[config.mk]
export PLATFORM = sky130hd
export DESIGN_NAME = ivs_top
export DESIGN_NICKNAME = d
export VERILOG_FILES = /design/src/ivs_pkg.sv /design/src/ivs_pick.sv /design/src/ivs_top.sv
export VERILOG_INCLUDE_DIRS = /design/src
export SDC_FILE = /design/constraint.sdc
export NUM_CORES = 1
export LEC_CHECK = 0
export BUFFER_PORTS_ARGS = -buffer_cell sky130_fd_sc_hd__clkbuf_2
export CORE_AREA = 8 8 184 186
export CTS_BUF_LIST = sky130_fd_sc_hd__clkbuf_16
export CTS_CLUSTER_SIZE = 20
export DETAILED_ROUTE_END_ITERATION = 8
export DIE_AREA = 0 0 192 194
export GPL_TIMING_DRIVEN = 0
export SETUP_SLACK_MARGIN = 0.1
export SKIP_CTS_REPAIR_TIMING = 1
export SYNTH_ARGS = -nofsm -noshare
export SYNTH_HDL_FRONTEND = slang
export SYNTH_SLANG_ARGS = --single-unit
[constraint.sdc]
create_clock -name clk_in -period 100.7 [get_ports clk_in]
set_input_delay 25.175 -clock clk_in [delete_from_list [all_inputs] [get_ports clk_in]]
set_output_delay 25.175 -clock clk_in [all_outputs]
set_load 0.1 [all_outputs]
[src/ivs_regs.svh]
// Constants for the interrupt vector selector: addresses, vector numbers, levels
`ifndef IVS_REGS_SVH
`define IVS_REGS_SVH

`define IVS_VEC_W 7
`define IVS_NUM_VEC 127
`define IVS_ADDR_W 24
`define IVS_LVL_W 4
`define IVS_ULVL_W 3
`define IVS_CTL2_W 16
`define IVS_ALT_SEL_BIT 15
`define IVS_IVT_BASE 24'h000004
`define IVS_ALTERNATE_VECTOR_TABLE_BASE 24'h000104
`define IVS_ALTERNATE_VECTOR_TABLE_END 24'h0001FE
`define IVS_RESET_ADDR 24'h000000
`define IVS_NO_LVL 4'h0

// Trap vectors and fixed trap levels
`define IVS_VEC_OSC 7'h01
`define IVS_VEC_ADDR 7'h02
`define IVS_VEC_STACK 7'h03
`define IVS_VEC_MATH 7'h04
`define IVS_VEC_DMAERR 7'h05
`define IVS_LVL_OSC 4'hE
`define IVS_LVL_ADDR 4'hD
`define IVS_LVL_STACK 4'hC
`define IVS_LVL_MATH 4'hB
`define IVS_LVL_DMAERR 4'hA

// Peripheral vectors
`define IVS_VEC_EXT0 7'h08
`define IVS_VEC_EXT1 7'h1C
`define IVS_VEC_EXT2 7'h25
`define IVS_VEC_IC1 7'h09
`define IVS_VEC_IC2 7'h0D
`define IVS_VEC_IC7 7'h1E
`define IVS_VEC_IC8 7'h1F
`define IVS_VEC_OC1 7'h0A
`define IVS_VEC_OC2 7'h0E
`define IVS_VEC_OC3 7'h21
`define IVS_VEC_OC4 7'h22
`define IVS_VEC_T1 7'h0B
`define IVS_VEC_T2 7'h0F
`define IVS_VEC_T3 7'h10
`define IVS_VEC_T4 7'h23
`define IVS_VEC_T5 7'h24
`define IVS_VEC_DMA0 7'h0C
`define IVS_VEC_DMA1 7'h16
`define IVS_VEC_DMA2 7'h20
`define IVS_VEC_DMA3 7'h2C
`define IVS_VEC_DMA4 7'h36
`define IVS_VEC_DMA5 7'h45
`define IVS_VEC_DMA6 7'h4C
`define IVS_VEC_DMA7 7'h4D
`define IVS_VEC_U1RX 7'h13
`define IVS_VEC_U1TX 7'h14
`define IVS_VEC_U2RX 7'h26
`define IVS_VEC_U2TX 7'h27
`define IVS_VEC_U1ERR 7'h49
`define IVS_VEC_U2ERR 7'h4A
`define IVS_VEC_SP1ERR 7'h11
`define IVS_VEC_SP1DONE 7'h12
`define IVS_VEC_SP2ERR 7'h28
`define IVS_VEC_SP2DONE 7'h29
`define IVS_VEC_I2C_TGT 7'h18
`define IVS_VEC_I2C_CTL 7'h19
`define IVS_VEC_CAN_RX 7'h2A
`define IVS_VEC_CAN_EVT 7'h2B
`define IVS_VEC_CAN_TX 7'h4E
`define IVS_VEC_ADC 7'h15
`define IVS_VEC_CMP 7'h1A
`define IVS_VEC_CN 7'h1B
`define IVS_VEC_PMP 7'h35
`define IVS_VEC_RTC 7'h46
`define IVS_VEC_CRC 7'h4B

`endif

[src/ivs_pkg.sv]
// Types shared by the interrupt vector selector modules
package ivs_pkg;

	typedef logic [126:0] ivs_req_t;
	typedef logic [126:0][3:0] ivs_lvl_arr_t;
	typedef logic [126:0][2:0] ivs_ulvl_t;

	// Request lines grouped by source kind; index order as named
	typedef struct packed {
		logic [4:0] trap;     // 0 osc, 1 addr, 2 stack, 3 math, 4 dma
		logic [2:0] ext;
		logic [3:0] cap;      // capture 1, 2, 7, 8
		logic [3:0] cmp;      // compare 1, 2, 3, 4
		logic [4:0] tmr;
		logic [7:0] dma;
		logic [1:0] uart_rx;
		logic [1:0] uart_tx;
		logic [1:0] uart_err;
		logic [1:0] spi_err;
		logic [1:0] spi_done;
		logic i2c_tgt;
		logic i2c_ctl;
		logic can_rx;
		logic can_evt;
		logic can_tx;
		logic adc;
		logic comparator;
		logic pin_change;
		logic par_port;
		logic rtc;
		logic crc;
	} ivs_src_t;

	typedef struct packed {
		logic alt_sel;
		logic boot_done;
		logic pc_load;
		logic [23:0] pc_value;
		logic req;
		logic [6:0] vec_idx;
		logic [3:0] level;
	} ivs_state_t;

endpackage

[src/ivs_pick.sv]
// Picks the highest-level pending vector, lower vector number winning ties
`timescale 1ns/1ps
`default_nettype none
`include "ivs_regs.svh"

module ivs_pick (
	input wire ivs_pkg::ivs_req_t req_in,
	input wire ivs_pkg::ivs_lvl_arr_t lvl_in,
	output logic valid_out,
	output logic [6:0] idx_out,
	output logic [3:0] lvl_out
);

	// ==========================================================
	// Priority scan
	// Scanning downward with >= lets the lower number take a tie
	always_comb begin
		valid_out = 1'b0;
		idx_out = '0;
		lvl_out = `IVS_NO_LVL;
		for (int v = `IVS_NUM_VEC - 1; v >= 0; v--) begin
			if (req_in[v] && (!valid_out || lvl_in[v] >= lvl_out)) begin
				valid_out = 1'b1;
				idx_out = v[6:0];
				lvl_out = lvl_in[v];
			end
		end
	end

endmodule
`default_nettype wire

[src/ivs_top.sv]
// Interrupt vector selector: source mapping, table select, vector fetch
`timescale 1ns/1ps
`default_nettype none
`include "ivs_regs.svh"

// Behaviour
// - Select bit set uses alternate table
// - Alternate table follows primary, same slot order
// - Reset bypasses vector mechanism, no table
// - Reset clears state, first fetch at zero
// - Address is base plus twice vector number
// - External requests map to 8, 28, 37
// - Capture and compare channels map as listed
// - DMA completions map to listed vectors
// - Serial port requests map as listed
// - SPI requests map to 17, 18, 40, 41
// - I2C target 24, controller 25
// - CAN requests map to 42, 43, 78
// - Miscellaneous sources map as listed
// - Equal level: lower vector number first
// - Latch pending vector index and level
module ivs_top (
	input wire logic clk_in,
	input wire logic rst_in,
	input wire ivs_pkg::ivs_src_t src_in,
	input wire ivs_pkg::ivs_ulvl_t user_level_in,
	input wire logic [3:0] cpu_ipl_in,
	input wire logic ctl2_wr_in,
	input wire logic [15:0] ctl2_data_in,
	input wire logic vec_ack_in,
	output logic irq_req_out,
	output logic [6:0] pending_vector_index_out,
	output logic [3:0] pending_priority_level_out,
	output logic alt_table_select_out,
	output logic pc_load_out,
	output logic [23:0] pc_value_out
);

	// ==========================================================
	// Source to vector map
	localparam logic [6:0] TRAP_VEC [5] = '{`IVS_VEC_OSC, `IVS_VEC_ADDR,
		`IVS_VEC_STACK, `IVS_VEC_MATH, `IVS_VEC_DMAERR};
	localparam logic [3:0] TRAP_LVL [5] = '{`IVS_LVL_OSC, `IVS_LVL_ADDR,
		`IVS_LVL_STACK, `IVS_LVL_MATH, `IVS_LVL_DMAERR};
	localparam logic [6:0] EXT_VEC [3] = '{`IVS_VEC_EXT0, `IVS_VEC_EXT1,
		`IVS_VEC_EXT2};
	localparam logic [6:0] CAP_VEC [4] = '{`IVS_VEC_IC1, `IVS_VEC_IC2,
		`IVS_VEC_IC7, `IVS_VEC_IC8};
	localparam logic [6:0] CMP_VEC [4] = '{`IVS_VEC_OC1, `IVS_VEC_OC2,
		`IVS_VEC_OC3, `IVS_VEC_OC4};
	localparam logic [6:0] TMR_VEC [5] = '{`IVS_VEC_T1, `IVS_VEC_T2,
		`IVS_VEC_T3, `IVS_VEC_T4, `IVS_VEC_T5};
	localparam logic [6:0] DMA_VEC [8] = '{`IVS_VEC_DMA0, `IVS_VEC_DMA1,
		`IVS_VEC_DMA2, `IVS_VEC_DMA3, `IVS_VEC_DMA4, `IVS_VEC_DMA5,
		`IVS_VEC_DMA6, `IVS_VEC_DMA7};
	localparam logic [6:0] URX_VEC [2] = '{`IVS_VEC_U1RX, `IVS_VEC_U2RX};
	localparam logic [6:0] UTX_VEC [2] = '{`IVS_VEC_U1TX, `IVS_VEC_U2TX};
	localparam logic [6:0] UER_VEC [2] = '{`IVS_VEC_U1ERR, `IVS_VEC_U2ERR};
	localparam logic [6:0] SER_VEC [2] = '{`IVS_VEC_SP1ERR,
		`IVS_VEC_SP2ERR};
	localparam logic [6:0] SDN_VEC [2] = '{`IVS_VEC_SP1DONE,
		`IVS_VEC_SP2DONE};

	ivs_pkg::ivs_req_t req_vec;
	ivs_pkg::ivs_lvl_arr_t lvl_vec;

	// Vectors with no source keep a zero request: reserved slots idle
	always_comb begin
		req_vec = '0;
		for (int i = 0; i < 5; i++) begin
			req_vec[TRAP_VEC[i]] = src_in.trap[i];
			req_vec[TMR_VEC[i]] = src_in.tmr[i];
		end
		for (int i = 0; i < 3; i++) begin
			req_vec[EXT_VEC[i]] = src_in.ext[i];
		end
		for (int i = 0; i < 4; i++) begin
			req_vec[CAP_VEC[i]] = src_in.cap[i];
			req_vec[CMP_VEC[i]] = src_in.cmp[i];
		end
		for (int i = 0; i < 8; i++) begin
			req_vec[DMA_VEC[i]] = src_in.dma[i];
		end
		for (int i = 0; i < 2; i++) begin
			req_vec[URX_VEC[i]] = src_in.uart_rx[i];
			req_vec[UTX_VEC[i]] = src_in.uart_tx[i];
			req_vec[UER_VEC[i]] = src_in.uart_err[i];
			req_vec[SER_VEC[i]] = src_in.spi_err[i];
			req_vec[SDN_VEC[i]] = src_in.spi_done[i];
		end
		req_vec[`IVS_VEC_I2C_TGT] = src_in.i2c_tgt;
		req_vec[`IVS_VEC_I2C_CTL] = src_in.i2c_ctl;
		req_vec[`IVS_VEC_CAN_RX] = src_in.can_rx;
		req_vec[`IVS_VEC_CAN_EVT] = src_in.can_evt;
		req_vec[`IVS_VEC_CAN_TX] = src_in.can_tx;
		req_vec[`IVS_VEC_ADC] = src_in.adc;
		req_vec[`IVS_VEC_CMP] = src_in.comparator;
		req_vec[`IVS_VEC_CN] = src_in.pin_change;
		req_vec[`IVS_VEC_PMP] = src_in.par_port;
		req_vec[`IVS_VEC_RTC] = src_in.rtc;
		req_vec[`IVS_VEC_CRC] = src_in.crc;
	end

	// ==========================================================
	// Levels: traps fixed above every user level
	function automatic logic [3:0] trap_level(input int v);
		trap_level = `IVS_NO_LVL;
		for (int i = 0; i < 5; i++) begin
			if (v == int'(TRAP_VEC[i])) begin
				trap_level = TRAP_LVL[i];
			end
		end
	endfunction

	generate
		for (genvar v = 0; v < `IVS_NUM_VEC; v++) begin : g_lvl
			localparam logic [3:0] TL = trap_level(v);
			assign lvl_vec[v] = (TL != `IVS_NO_LVL) ? TL :
				{1'b0, user_level_in[v]};
		end
	endgenerate

	logic pick_valid;
	logic [6:0] pick_idx;
	logic [3:0] pick_lvl;

	ivs_pick u_pick (
		.req_in(req_vec),
		.lvl_in(lvl_vec),
		.valid_out(pick_valid),
		.idx_out(pick_idx),
		.lvl_out(pick_lvl)
	);

	// ==========================================================
	// Fetch address: same slot offset in either table
	function automatic logic [23:0] vec_addr(input logic alt,
		input logic [6:0] idx);
		logic [23:0] base;
		base = alt ? `IVS_ALTERNATE_VECTOR_TABLE_BASE : `IVS_IVT_BASE;
		vec_addr = base + {{(`IVS_ADDR_W - `IVS_VEC_W - 1){1'b0}}, idx,
			1'b0};
	endfunction

	// ==========================================================
	// State
	ivs_pkg::ivs_state_t st_r;
	ivs_pkg::ivs_state_t st_nxt;

	always_comb begin
		st_nxt = st_r;
		st_nxt.pc_load = 1'b0;
		if (ctl2_wr_in) begin
			st_nxt.alt_sel = ctl2_data_in[`IVS_ALT_SEL_BIT];
		end
		// Latched whenever a vector is pending; held while nothing is pending
		if (pick_valid) begin
			st_nxt.vec_idx = pick_idx;
			st_nxt.level = pick_lvl;
		end
		st_nxt.req = pick_valid && (pick_lvl > cpu_ipl_in) &&
			st_r.boot_done;
		if (!st_r.boot_done) begin
			// Reset entry never consults either table
			st_nxt.pc_load = 1'b1;
			st_nxt.pc_value = `IVS_RESET_ADDR;
			st_nxt.boot_done = 1'b1;
		end else if (vec_ack_in && st_r.req) begin
			st_nxt.pc_load = 1'b1;
			st_nxt.pc_value = vec_addr(st_r.alt_sel, st_r.vec_idx);
			// Drop the request for a cycle so one ack gives one fetch
			st_nxt.req = 1'b0;
		end
	end

	always_ff @(posedge clk_in) begin
		if (rst_in) begin
			st_r <= '0;
		end else begin
			st_r <= st_nxt;
		end
	end

	assign irq_req_out = st_r.req;
	assign pending_vector_index_out = st_r.vec_idx;
	assign pending_priority_level_out = st_r.level;
	assign alt_table_select_out = st_r.alt_sel;
	assign pc_load_out = st_r.pc_load;
	assign pc_value_out = st_r.pc_value;

	// ==========================================================
	// Checks
	logic tie_bad;
	always_comb begin
		tie_bad = 1'b0;
		for (int v = 0; v < `IVS_NUM_VEC; v++) begin
			if (pick_valid && v < int'(pick_idx) && req_vec[v] &&
				lvl_vec[v] >= pick_lvl) begin
				tie_bad = 1'b1;
			end
		end
	end

	property p_pri_addr;
		@(posedge clk_in) disable iff (rst_in)
		vec_ack_in && irq_req_out && !alt_table_select_out |=>
		pc_load_out && pc_value_out ==
		24'h000004 + {16'h0000, $past(pending_vector_index_out), 1'b0};
	endproperty
	a_pri_addr: assert property (p_pri_addr)
		else $error("primary vector address wrong");

	property p_alt_addr;
		@(posedge clk_in) disable iff (rst_in)
		vec_ack_in && irq_req_out && alt_table_select_out |=>
		pc_load_out && pc_value_out ==
		24'h000104 + {16'h0000, $past(pending_vector_index_out), 1'b0}
		&& pc_value_out <= 24'h0001FE;
	endproperty
	a_alt_addr: assert property (p_alt_addr)
		else $error("alternate vector address wrong");

	property p_boot;
		@(posedge clk_in) $past(rst_in) && !rst_in |=>
		pc_load_out && pc_value_out == 24'h000000 && !irq_req_out;
	endproperty
	a_boot: assert property (p_boot)
		else $error("first fetch after reset not at zero");

	property p_no_irq_reset;
		@(posedge clk_in) rst_in |=> !irq_req_out ##1 !irq_req_out;
	endproperty
	a_no_irq_reset: assert property (p_no_irq_reset)
		else $error("vector request during reset entry");

	property p_sel_reset;
		@(posedge clk_in) rst_in |=> !alt_table_select_out;
	endproperty
	a_sel_reset: assert property (p_sel_reset)
		else $error("table select not cleared by reset");

	property p_sel_write;
		@(posedge clk_in) disable iff (rst_in)
		ctl2_wr_in |=> alt_table_select_out == $past(ctl2_data_in[15]);
	endproperty
	a_sel_write: assert property (p_sel_write)
		else $error("table select bit not taken from bit 15");

	property p_ext_map;
		@(posedge clk_in) disable iff (rst_in)
		req_vec[8] == src_in.ext[0] && req_vec[28] == src_in.ext[1] &&
		req_vec[37] == src_in.ext[2];
	endproperty
	a_ext_map: assert property (p_ext_map)
		else $error("external request vector map wrong");

	property p_osc_trap;
		@(posedge clk_in) disable iff (rst_in)
		// An accepted ack drops the request for one cycle
		src_in.trap[0] && st_r.boot_done && cpu_ipl_in < 4'hE &&
		!(vec_ack_in && irq_req_out) |=>
		irq_req_out && pending_vector_index_out == 7'h01 &&
		pending_priority_level_out == 4'hE;
	endproperty
	a_osc_trap: assert property (p_osc_trap)
		else $error("oscillator trap not vector 1 at level 14");

	property p_tie;
		@(posedge clk_in) disable iff (rst_in) !tie_bad;
	endproperty
	a_tie: assert property (p_tie)
		else $error("higher vector won a level tie");

	property p_level;
		@(posedge clk_in) disable iff (rst_in)
		irq_req_out |-> pending_priority_level_out > $past(cpu_ipl_in);
	endproperty
	a_level: assert property (p_level)
		else $error("request level not above core level");

	c_alt_fetch: cover property (@(posedge clk_in) disable iff (rst_in)
		alt_table_select_out && vec_ack_in && irq_req_out);
	c_pri_fetch: cover property (@(posedge clk_in) disable iff (rst_in)
		!alt_table_select_out && vec_ack_in && irq_req_out);
	c_trap_pre: cover property (@(posedge clk_in) disable iff (rst_in)
		src_in.trap[1] && src_in.dma[0] ##1 irq_req_out);

endmodule
`default_nettype wire

==> results.yml <==
cells_and_area:
  ratio_of_cells_with_drive_above_1_in_the_final_layout_pct: 22.7
  design_area_um2: 10700
  core_occupancy_in_the_finished_layout_pct: 34.3
  design.final.nets: 2074
  post_layout_instance_count_excluding_filler_cells: 1920
  fillerInstances: 3435
  area_delta_synth_final_pct: 19.3
die:
  start_util_pct: 28.8
  die_x_extent_um: 192
  rows: 65
  fp.coreArea_um2: 31100
  floorplan.io_pins: 493
  chipHeight_um: 194
  die_area_um2: 37200
clocking:
  cts_inserted_buffers: 3
  clkSinkCount: 24
  htree_levels: 1
  max-clock-path-buffers: 2
  clk-insertion-delay-late_ps: 260
  clkTransAtPathRegs_ps: 60
  tritoncts_clock_tree: "built"
  cts.root.buffer_cell: "sky130_fd_sc_hd__clkbuf_16"
sta:
  finalSetupViolations: 0
  setup_clock_skew_after_layout_ps: 3.38
  tightestPinTransition_ps: 1230
  final.period_utilization_pct: 93.6
  slew-limit-headroom_pct: 16.6
  fin_setup_tns_ps: 0
  max_freq_ghz: 0.0106
  report.final.hold_viol_count: 0
  rsz0062_at_grt: "no"
  final_max_tran_viols: 0
  fin_crit_ps: 94270
hold_path:
  min-delay-path-class: "reg -> reg"
  hold-path-endpoint: "pc_value_out[9]"
  worst_hold_startpoint: "pc_value_out[9]"
  hold_path_depth: 2
yosys:
  synth_top_cell_by_area: "sky130_fd_sc_hd__ha_1"
  number_of_synthesized_flops_with_an_enable_pin: 0
  netlist_instances: 1288
  mappedNetlistArea_um2: 8930
  yosys-top-cells-area: "sky130_fd_sc_hd__ha_1 (14%), sky130_fd_sc_hd__dfxtp_1 (5.4%), sky130_fd_sc_hd__nand2_1 (5.2%)"
  synth_top_cell_area_share_pct: 14.1
  proportion_of_synthesized_chip_area_in_sequential_cells_pct: 5.38
  syn_area_per_cell_um2: 6.94
  synth_top_flop_cell: "sky130_fd_sc_hd__dfxtp_1"
  number_of_synthesized_register_bits: 24
  number_of_distinct_library_cells_after_synthesis: 106
  synth_async_sr_flop_share_pct: 0
  leading_cell_type_by_number_of_instances_after_synthesis: "sky130_fd_sc_hd__nand2_1"
  netlist_top_cells_count: "sky130_fd_sc_hd__nand2_1 (123), sky130_fd_sc_hd__nor2_1 (104), sky130_fd_sc_hd__ha_1 (101)"
  yosys_warnings: 0
job:
  maxCapViolations: 0
critical_path:
  critical_path.n_buffers_inverters: 9
  timing.rr.start: "irq_req_out"
  top_fanout_value_on_the_critical_path: 10
  critPathCaptureType: "flip-flop"
  worstPathArrival_ps: 94390
  timing.critical_path.slowest_stage_cell: "sky130_fd_sc_hd__or4b_2"
  timing.critical_path.from_type: "input port"
  required_ps: 100820
  critical-path-max-stage-delay_ps: 630
  minimum_setup_slack_among_reg_to_reg_paths_ps: 99290
  cp_top_family: "compound AO/OA/AOI/OAI gates"
  reg2regPathDepth: 4
  path_common_cell: "sky130_fd_sc_hd__ha_1"
  reg2reg_to: "pc_value_out[6]"
  criticalPathCategory: "in -> reg"
route:
  ant_nets: 0
  drc: 0
  via_to_cell_ratio: 5.43
  route.final.wire_length_um: 30100
  avgRoutedWirePerCell_um: 15.7
  routed-via-count: 10400
  drt_pre_antenna_iters: 4
  drt-initial-drc-count: 484
global_route:
  congestion_overflow_gr: 0
  first_pass_grt_wire_length_um: 49200
  grt_use_total_pct: 15.3
  antenna_found_initial: 2
  pin_count_of_the_biggest_net_entering_global_routing: 14
  vias_in_the_first_global_route: 10200
placed_design:
  finalWeightedCongestion: 0.872
  dp_hpwl_um: 26400
  placement.io_buffers: 211
  placed_cells_incl_taps: 1915
  dpl_cell_area_um2: 10500
outcome:
  result_of_the_run: "finished clean"
worst reg2reg max path: cells and delay by family (launching register included):
| kind | cells | cell delay (ps) |
|---|---|---|
| AO/OA/AOI/OAI | 1 | 230 |
| flip-flops | 1 | 370 |
| buffers and inverters | 1 | 380 |
| AND/OR/NAND/NOR | 2 | 340 |
area by class of cell:
| class | instances | area (um^2) | share of cell area, % |
|---|---|---|---|
| Timing Repair Buffer | 211 | 1060 | 9.91 |
| Sequential cell | 24 | 480 | 4.51 |
| Clock buffer | 3 | 75.1 | 0.704 |
| Buffer | 52 | 365 | 3.43 |
| Multi-Input combinational cell | 1128 | 7800 | 73.2 |
| Tap cell | 402 | 503 | 4.72 |
| Clock inverter | 1 | 3.75 | 0.0352 |
| Antenna cell | 1 | 2.50 | 0.0235 |
| Inverter | 98 | 368 | 3.45 |
routing by layer:
layer,GRT usage [%],vias up,wire length (um)
met5,0,-,13
met4,2.89,2,490
met3,1.56,34,1550
met2,27.6,284,14700
met1,19.4,4756,13400
li1,-,5348,-
per-stage QoR:
| stage | hold slack (ps) | worst slack [ps] |
|---|---|---|
| 2_1_floorplan | 407 | 16100 |
| 3_3_place_gp | 445 | 6600 |
| 3_5_place_dp | 449 | 5710 |
| 4_1_cts | 461 | 5630 |
| 5_1_grt | 485 | 126 |
| 6_report | 462 | 6430 |
layout by cell type (no fill, tap or decap), drive strengths merged, types with 13 or more instances in the layout:
cell type  instances
a31oi             35
ha               101
nor2b             16
nand3             42
a21oi             78
or3               16
clkbuf           223
a21o              29
and3              22
inv               98
buf               43
mux2              17
nand2            124
a211oi            16
o311ai            15
nor4              14
dfxtp             24
o31ai             29
nor3              35
and2              13
nor2             107
conb              15
or2               13
o211ai            31
nand2b            50
o21ai             83
o21a              32
worst max-delay path by stage:
| stage | startpoint | endpoint | slack [ps] | cells past startpoint |
|---|---|---|---|---|
| 2_1_floorplan | src_in[6] | irq_req_out | 16100 | 304 |
| 3_3_place_gp | src_in[6] | irq_req_out | 6600 | 309 |
| 3_5_place_dp | src_in[6] | irq_req_out | 5710 | 309 |
| 4_1_cts | src_in[6] | irq_req_out | 5630 | 308 |
| 5_1_grt | src_in[6] | irq_req_out | 130 | 311 |
| 6_report | src_in[6] | irq_req_out | 6430 | 307 |
cell families after synthesis:
kind of cell,Yosys count,share of synthesized area [%]
DFF,24,5.38
adders and majority gates,105,14.6
other,1,0.0420
muxes,28,3.38
xor gates and xnor gates,5,0.490
AOI/OAI and AO/OA,479,39.2
and+or+nand+nor,496,28.7
buffers and inverters,150,8.21
registers in the layout (all words and copies together) (netlist names):
register / count
pending_vector_index_out: 7
pc_value_out: 9
pc_load_out: 1
pending_priority_level_out: 4
st_r: 1
alt_table_select_out: 1
irq_req_out: 1
Power is not shown: default switching activity piles up to over one toggle a cycle in this logic, so the estimate is an artifact.
